**config.mk**
```make
export PLATFORM = sky130hd
export DESIGN_NAME = module_fifo_flow
export DESIGN_NICKNAME = d
export VERILOG_FILES = /design/src/shared/fifo_flow_pkg.sv /design/src/hw/data_fifo.sv /design/src/hw/module_fifo_flow.sv
export VERILOG_INCLUDE_DIRS = /design/src /design/src/shared
export SDC_FILE = /design/constraint.sdc
export NUM_CORES = 1
export LEC_CHECK = 0
export BUFFER_PORTS_ARGS = -buffer_cell sky130_fd_sc_hd__buf_2
export CAP_MARGIN = 15
export CORE_UTILIZATION = 60
export CTS_BUF_LIST = sky130_fd_sc_hd__clkbuf_4 sky130_fd_sc_hd__clkbuf_8
export DETAILED_ROUTE_END_ITERATION = 6
export GPL_TIMING_DRIVEN = 0
export PLACE_DENSITY = 0.86
export SYNTH_ARGS = -nofsm -noshare
export SYNTH_HDL_FRONTEND = slang
export SYNTH_SLANG_ARGS = --single-unit
export TNS_END_PERCENT = 20
```
**constraint.sdc**
```tcl
create_clock -name ref_clk -period 8.5 [get_ports ref_clk]
set_input_delay 0.425 -clock ref_clk [delete_from_list [all_inputs] [get_ports ref_clk]]
set_output_delay 0.425 -clock ref_clk [all_outputs]
set_load 0.02 [all_outputs]
```
**src/shared/fifo_flow_map.svh**
```systemverilog
`ifndef FIFO_FLOW_MAP_SVH
`define FIFO_FLOW_MAP_SVH

// Carrier FIFO word and local buffer shape
`define FIFO_DATA_W      32
`define BUF_DEPTH        32
`define BUF_PTR_W        5

// Carrier FIFO selection: twelve FIFOs, 4-bit index
`define FIFO_COUNT       4'hC
`define FIFO_SEL_W       4

// Pin sample vector layout
`define PIN_W            35
`define PIN_EMPTY_BIT    34
`define PIN_FULL_BIT     33
`define PIN_CFG_BIT      32
// Sync stages reset to empty, full and released: no start on stale pins
`define PIN_RST          35'h7_0000_0000

// Capability strap values
`define CAP_HAS_PROC     1'b0
`define CAP_HAS_JTAG     1'b0
`define CAP_HAS_SBUS     1'b1
`define CAP_WIDTH_16     1'b0

// Cycles a strobe waits after its FIFO clock period for the flag to settle
`define SETTLE_CYC       2'h2

`endif

```
**src/shared/fifo_flow_pkg.sv**
```systemverilog
package fifo_flow_pkg;
`include "fifo_flow_map.svh"

  typedef enum logic [2:0] {
    ST_IDLE   = 3'b001,
    ST_XFER   = 3'b010,
    ST_SETTLE = 3'b100
  } xfer_e;

  typedef struct packed {
    logic [`PIN_W-1:0]       pin_s1;
    logic [`PIN_W-1:0]       pin_s2;
    logic                    fclk;
    xfer_e                   rd_st;
    xfer_e                   wr_st;
    logic [1:0]              rd_cnt;
    logic [1:0]              wr_cnt;
    logic                    rd_en;
    logic                    rd_ok;
    logic                    push;
    logic [`FIFO_DATA_W-1:0] push_data;
    logic                    wr_en;
    logic [`FIFO_DATA_W-1:0] wr_data;
    logic [`FIFO_SEL_W-1:0]  sel_in;
    logic [`FIFO_SEL_W-1:0]  sel_out;
    logic                    cfg_oe_n;
    logic                    cfg_lvl;
    logic [3:0]              caps;
  } flow_s;

endpackage : fifo_flow_pkg

```
**src/hw/data_fifo.sv**
```systemverilog
`timescale 1ns/100ps
module data_fifo #(
  parameter int W     = 32,
  parameter int DEPTH = 32,
  parameter int AW    = 5
) (
  input  wire logic         ref_clk,
  input  wire logic         resetn,
  input  wire logic         in_valid,
  output logic              in_ready,
  input  wire logic [W-1:0] in_data,
  output logic              out_valid,
  input  wire logic         out_ready,
  output logic [W-1:0]      out_data
);
  typedef struct packed {
    logic [AW:0] wp;
    logic [AW:0] rp;
  } ptr_s;

  ptr_s        s;
  ptr_s        n;
  logic [W-1:0] mem [DEPTH];
  logic        do_wr;
  logic        do_rd;

  assign in_ready  = (s.wp[AW] == s.rp[AW]) || (s.wp[AW-1:0] != s.rp[AW-1:0]);
  assign out_valid = (s.wp != s.rp);
  assign out_data  = mem[s.rp[AW-1:0]];
  assign do_wr     = in_valid && in_ready;
  assign do_rd     = out_valid && out_ready;

  always_comb begin
    n = s;
    if (do_wr) begin
      n.wp = s.wp + 1'b1;
    end
    if (do_rd) begin
      n.rp = s.rp + 1'b1;
    end
  end

  always_ff @(posedge ref_clk or negedge resetn) begin
    if (!resetn) begin
      s <= '0;
    end else begin
      s <= n;
    end
  end

  // Storage needs no reset; pointers alone define contents
  always_ff @(posedge ref_clk) begin
    if (do_wr) begin
      mem[s.wp[AW-1:0]] <= in_data;
    end
  end
endmodule : data_fifo

```
**src/hw/module_fifo_flow.sv**
```systemverilog
// Summary of operation
// - Read input FIFO only when not empty
// - Empty flag qualifies captured words downstream
// - Never write output FIFO while full
// - Processor capability pin held deasserted
// - Boundary-scan capability pin held deasserted
// - Serial bus capability pin asserted
// - Width pin low: 32-bit FIFOs
// - Any of twelve carrier FIFOs selectable
// - Carrier hardware reset before use
// - Hardware reset keeps loaded configuration
// - Hardware reset driven only by carrier
// - Serial bus reset starts each download
// - Serial reset clears configuration only
// - Config line driven low or released
// - Active config line may pause transfers
// - Free-running clock on both FIFO clocks
// - Interface logic on rising edge, one clock
`timescale 1ns/100ps
module module_fifo_flow (
  input  wire logic        ref_clk,
  input  wire logic        resetn,
  input  wire logic        input_empty_flag,
  input  wire logic [31:0] in_fifo_data,
  output logic             in_fifo_rd_en,
  output logic [3:0]       in_fifo_sel,
  output logic             in_fifo_clk,
  input  wire logic        output_full_flag,
  output logic             out_fifo_wr_en,
  output logic [31:0]      out_fifo_data,
  output logic [3:0]       out_fifo_sel,
  output logic             out_fifo_clk,
  input  wire logic [3:0]  fifo_select,
  output logic             has_processor,
  output logic             has_jtag,
  output logic             has_serial_bus,
  output logic             width_16_sel,
  input  wire logic        cfg_line_in,
  output logic             cfg_line_out,
  output logic             cfg_line_oe_n,
  input  wire logic        cfg_drive_req,
  input  wire logic        cfg_pause_en,
  input  wire logic        sbus_reset_cmd,
  input  wire logic        cfg_load_done,
  output logic             config_valid
);
`include "fifo_flow_map.svh"

  fifo_flow_pkg::flow_s s;
  fifo_flow_pkg::flow_s n;

  logic                    configured_ff;
  logic                    nxt_configured;
  logic                    fifo_ce;
  logic                    empty_s;
  logic                    full_s;
  logic                    cfg_active;
  logic                    go;
  logic [`FIFO_DATA_W-1:0] data_s;
  logic                    buf_in_ready;
  logic                    buf_out_valid;
  logic [`FIFO_DATA_W-1:0] buf_out_data;
  logic                    pop;

  function automatic logic sel_ok(input logic [`FIFO_SEL_W-1:0] sel);
    sel_ok = (sel < `FIFO_COUNT);
  endfunction : sel_ok

  // Only the second sync stage is ever read
  assign empty_s    = s.pin_s2[`PIN_EMPTY_BIT];
  assign full_s     = s.pin_s2[`PIN_FULL_BIT];
  assign cfg_active = !s.pin_s2[`PIN_CFG_BIT];
  assign data_s     = s.pin_s2[`FIFO_DATA_W-1:0];
  // Pin outputs change as the FIFO clock falls, stable for its next rise
  assign fifo_ce    = s.fclk;
  assign go         = configured_ff && !(cfg_pause_en && cfg_active);

  data_fifo #(
    .W     (`FIFO_DATA_W),
    .DEPTH (`BUF_DEPTH),
    .AW    (`BUF_PTR_W)
  ) u_buf (
    .ref_clk   (ref_clk),
    .resetn    (resetn),
    .in_valid  (s.push),
    .in_ready  (buf_in_ready),
    .in_data   (s.push_data),
    .out_valid (buf_out_valid),
    .out_ready (pop),
    .out_data  (buf_out_data)
  );

  always_comb begin
    n = s;
    pop = 1'b0;
    n.pin_s1 = {input_empty_flag, output_full_flag, cfg_line_in,
                in_fifo_data};
    n.pin_s2 = s.pin_s1;
    n.fclk = ~s.fclk;
    n.push = 1'b0;
    n.cfg_oe_n = ~cfg_drive_req;
    n.cfg_lvl = 1'b0;
    n.caps = {`CAP_HAS_PROC, `CAP_HAS_JTAG, `CAP_HAS_SBUS,
              `CAP_WIDTH_16};

    // One read in flight; buffer room is checked before the strobe,
    // so a full buffer stalls the reader rather than dropping a word
    case (s.rd_st)
      fifo_flow_pkg::ST_IDLE: begin
        if (fifo_ce && !empty_s && buf_in_ready && go &&
            sel_ok(fifo_select)) begin
          n.rd_en = 1'b1;
          n.rd_ok = !empty_s;
          n.sel_in = fifo_select;
          n.rd_st = fifo_flow_pkg::ST_XFER;
        end
      end
      fifo_flow_pkg::ST_XFER: begin
        if (fifo_ce) begin
          n.rd_en = 1'b0;
          n.rd_cnt = 2'h0;
          n.rd_st = fifo_flow_pkg::ST_SETTLE;
        end
      end
      fifo_flow_pkg::ST_SETTLE: begin
        if (s.rd_cnt == `SETTLE_CYC - 2'h1) begin
          n.push = s.rd_ok;
          n.push_data = data_s;
          n.rd_st = fifo_flow_pkg::ST_IDLE;
        end else begin
          n.rd_cnt = s.rd_cnt + 2'h1;
        end
      end
      default: begin
        n.rd_en = 1'b0;
        n.rd_st = fifo_flow_pkg::ST_IDLE;
      end
    endcase

    // Flag sync lags two cycles, so writes are spaced until it settles
    case (s.wr_st)
      fifo_flow_pkg::ST_IDLE: begin
        if (fifo_ce && buf_out_valid && !full_s && go &&
            sel_ok(fifo_select)) begin
          pop = 1'b1;
          n.wr_en = 1'b1;
          n.wr_data = buf_out_data;
          n.sel_out = fifo_select;
          n.wr_st = fifo_flow_pkg::ST_XFER;
        end
      end
      fifo_flow_pkg::ST_XFER: begin
        if (fifo_ce) begin
          n.wr_en = 1'b0;
          n.wr_cnt = 2'h0;
          n.wr_st = fifo_flow_pkg::ST_SETTLE;
        end
      end
      fifo_flow_pkg::ST_SETTLE: begin
        if (s.wr_cnt == `SETTLE_CYC - 2'h1) begin
          n.wr_st = fifo_flow_pkg::ST_IDLE;
        end else begin
          n.wr_cnt = s.wr_cnt + 2'h1;
        end
      end
      default: begin
        n.wr_en = 1'b0;
        n.wr_st = fifo_flow_pkg::ST_IDLE;
      end
    endcase
  end

  // Hardware reset comes only from the carrier pin, never from here
  always_ff @(posedge ref_clk or negedge resetn) begin
    if (!resetn) begin
      s <= '{pin_s1:    `PIN_RST,
             pin_s2:    `PIN_RST,
             fclk:      1'b0,
             rd_st:     fifo_flow_pkg::ST_IDLE,
             wr_st:     fifo_flow_pkg::ST_IDLE,
             rd_cnt:    2'h0,
             wr_cnt:    2'h0,
             rd_en:     1'b0,
             rd_ok:     1'b0,
             push:      1'b0,
             push_data: '0,
             wr_en:     1'b0,
             wr_data:   '0,
             sel_in:    4'h0,
             sel_out:   4'h0,
             cfg_oe_n:  1'b1,
             cfg_lvl:   1'b0,
             caps:      {`CAP_HAS_PROC, `CAP_HAS_JTAG, `CAP_HAS_SBUS,
                         `CAP_WIDTH_16}};
    end else begin
      s <= n;
    end
  end

  // Configuration survives hardware reset; only the serial bus reset
  // at the start of a download clears it
  always_comb begin
    nxt_configured = configured_ff;
    if (sbus_reset_cmd) begin
      nxt_configured = 1'b0;
    end else if (cfg_load_done) begin
      nxt_configured = 1'b1;
    end
  end

  always_ff @(posedge ref_clk) begin
    configured_ff <= nxt_configured;
  end

  assign in_fifo_rd_en  = s.rd_en;
  assign in_fifo_sel    = s.sel_in;
  assign in_fifo_clk    = s.fclk;
  assign out_fifo_wr_en = s.wr_en;
  assign out_fifo_data  = s.wr_data;
  assign out_fifo_sel   = s.sel_out;
  assign out_fifo_clk   = s.fclk;
  assign has_processor  = s.caps[3];
  assign has_jtag       = s.caps[2];
  assign has_serial_bus = s.caps[1];
  assign width_16_sel   = s.caps[0];
  assign cfg_line_out   = s.cfg_lvl;
  assign cfg_line_oe_n  = s.cfg_oe_n;
  assign config_valid   = configured_ff;
endmodule : module_fifo_flow

```
==> flow_summary.ini <==
[run_status]
status = complete, but fails checks
violations = DRC

[cells_and_area]
final_cell_area_mm2 = 0.0520
drive_gt1_frac = 0.311
nNetsFinal = 2538
final_common_cell = edfxtp_1
syn_to_final_growth_pct = 15.6
final_cell_mix = edfxtp_1 (1024), clkbuf_8 (199), mux4_2 (192)

[clocking]
cts_buffers = 178
h-tree-depth = 4
clock_latency_ps = 850
clockRootBuffer = clkbuf_8
path_clk_slew_ps = 60
cts_sinks = 1195
cts_tree = yes
postCtsSetupBuffers = 0
hold_buffers = 43
cts_buffer_depth = 3
cts_resized = 0

[setup_path]
cpPeakStageDelay_ps = 970
worst_ep_arrival_time_ps = 4280
cpMaxStageDelayCell = nor2_4
path_max_fanout = 18
worstPathRequired_ps = 9010
crit_type = flop to flop
critPathCaptureType = flop
path_cells = buf_2 > xnor2_1 > and3_4 > a31oi_2 > nand2_1 > nor2_4 > buf_16
start_kind = flop

[power]
intPower_uw = 9150
p_switching_uw = 2310
clockPowerShare = 0.427
power_uw = 11500
p_sw_frac = 0.201
comb_power_share = 0.008
p_leak_uw = 0.0174
p_per_area_mw_per_mm2 = 220
ir_drop_uv = 130
seq_power_share = 0.565

[placed_design]
dpl_cell_area_mm2 = 0.0478
gp_congestion = 0.849
hpwl_mm = 67.6
io_buffers = 90

[global_routing]
antenna_found_initial = 1
grt_remaining_overflow = 0
first_global_vias = 24585
grt_usage = 0.296
grt_max_degree = 96
grt_pass1_wl_mm = 158

[sta]
fin_setup_tns_ps = 0
final-hold-violation-count = 0
fmax_ghz = 0.266
min_period_ps = 3770
fin_crit_sh = 0.443
skew_ps = 44.4
worstMarginPinSlew_ps = 1090
slew_headroom = 0.273
setup_violations = 0
slew_viol_final = 0
rsz0062_at_grt = false

[synthesis]
netlist_area_mm2 = 0.0450
synth-seq-area-share = 0.779
synth-main-ff-cell = edfxtp_1
synth_edf_count = 1024
synth_top_area_share = 0.684
netlist_instances = 2137
synthDistinctLibCells = 54
avgSynthCellArea_um2 = 21.0
ys_warn_count = 0
ys_ff_latch = 1195
synthArstFlopShare = 0.142
yosysTopAreaCell = edfxtp_1
ys_top_cells_by_area = edfxtp_1 (68%), mux4_2 (9.6%), dfrtp_1 (9.0%)

[routing]
routedWlPerCell_um = 30.6
vias = 24263
drtIter0Drc = 3499
wl_mm = 110
first_pass_iters = 7
route.antenna.remaining_nets = 0
drc = 1
routed_via_density = 6.73

[worst_hold_path]
hp-class = input port to flop

[floorplanning]
std_cell_rows = 100
die_x_um = 276
initial_core_util = 0.605
core_mm2 = 0.0743
die_y_um = 276
num_io_pins = 96
die_area_mm2 = 0.0761

[run]
cap_violations = 0
[cells in the mapped netlist, drive strengths merged (4+ instances only)]
| library cell | instances |
|---|---|
| edfxtp | 1024 |
| mux4 | 192 |
| dfrtp | 161 |
| mux2i | 128 |
| buf | 115 |
| a211oi | 96 |
| clkbuf | 48 |
| nor2 | 44 |
| mux2 | 41 |
| a21o | 33 |
| o22ai | 33 |
| a22o | 32 |
| a22oi | 32 |
| o221ai | 32 |
| nand2 | 17 |
| xnor2 | 11 |
| inv | 10 |
| dfstp | 9 |
| a21oi | 7 |
| ha | 7 |
| nand2b | 7 |
| nand3b | 7 |
| o21ai | 6 |
| xor2 | 5 |
| nand4 | 4 |
| nor3 | 4 |
[per-stage QoR]
step / util / hold WS, ps / setup WS (ps) / instances
finish: 0.700 / 133 / 4730 / 3605
global placement: 0.628 / 335 / 3300 / 3199
floorplan: - / 129 / 5070 / 2140
global route: 0.700 / 149 / 4610 / 3604
CTS: 0.700 / 84.6 / 4830 / 3603
detailed placement: 0.643 / 335 / 4900 / 3232
[cell type report]
| class | instances | area, um2 |
|---|---|---|
| Fill cell | 4041 | 22300 |
| Multi-Input combinational cell | 772 | 9240 |
| Buffer | 163 | 927 |
| Antenna cell | 2 | 5.00 |
| Sequential cell | 1195 | 35000 |
| Clock inverter | 66 | 563 |
| Inverter | 10 | 37.5 |
| Clock buffer | 262 | 3210 |
| Timing Repair Buffer | 166 | 1770 |
| Tap cell | 969 | 1210 |
[path summary, 6_finish.rpt]
| path | from | endpoint | slack [ps] | depth (start not counted) |
|---|---|---|---|---|
| worst max-delay path | u_buf.s[1]$_DFFE_PN0P_ | u_buf.mem[29][11]$_DFFE_PP_ | 4730 | 7 |
| worst min-delay path | cfg_pause_en | s[90]$_DFFE_PN0P_ | 130 | 6 |
| worst max register to register | u_buf.s[1]$_DFFE_PN0P_ | u_buf.mem[29][11]$_DFFE_PP_ | 4730 | 7 |
| worst min register to register | n[100]$_DFF_PN0_ | data_s[7]$_DFF_PN0_ | 340 | 0 |
| max in group asynchronous | resetn | out_fifo_data[24]$_DFFE_PN0P_ | 7410 | 3 |
| min in group asynchronous | resetn | s[47]$_DFFE_PN0P_ | 150 | 2 |
[metal layers]
| layer | wire (um) | GRT usage | vias up | share of wire |
|---|---|---|---|---|
| met3 | 13100 | 0.0779 | 420 | 0.12 |
| met4 | 6180 | 0.165 | 2 | 0.056 |
| met1 | 38200 | 0.376 | 12170 | 0.35 |
| met2 | 52900 | 0.467 | 2161 | 0.48 |
| li1 | - | - | 9510 | - |
| met5 | 37 | 0.0157 | - | 0.00034 |
[worst max-delay path: cells and delay by family, from the launching register on]
kind | cells | cell delay [ps]
and+or+nand+nor | 3 | 1770
buffers and inverters | 2 | 620
AOI/OAI and AO/OA | 1 | 470
DFF | 1 | 360
xor gates and xnor gates | 1 | 170
[power groups by stage]
stage,Clock (uW),Sequential [uW],Combinational (uW)
2_1_floorplan,0,6570,33.0
3_3_place_gp,0,6590,68.1
3_5_place_dp,0,6600,73.2
4_1_cts,4900,6480,88.7
5_1_grt,5160,6480,98.1
6_report,4890,6480,87.2
[cells by family (layout without fill, tap and decap cells)]
family,count (synthesis),count (layout),share of synthesized area
compound gates,279,279,0.0476
xor+xnor,16,16,0.00328
fa+ha+maj,7,7,0.00195
buf+inv,173,667,0.0214
flops,1195,1195,0.779
mux,361,361,0.135
other cells,2,7,0.000167
simple gates,104,104,0.0118
[state kept, by name, indices dropped and copies added (netlist names), 4 cells and up]
name / flops
n: 35
u_buf.mem: 1024
u_buf.s: 12
out_fifo_sel: 4
data_s: 32
in_fifo_sel: 4
out_fifo_data: 32
s: 45
Power figures use the tool's default switching activity.
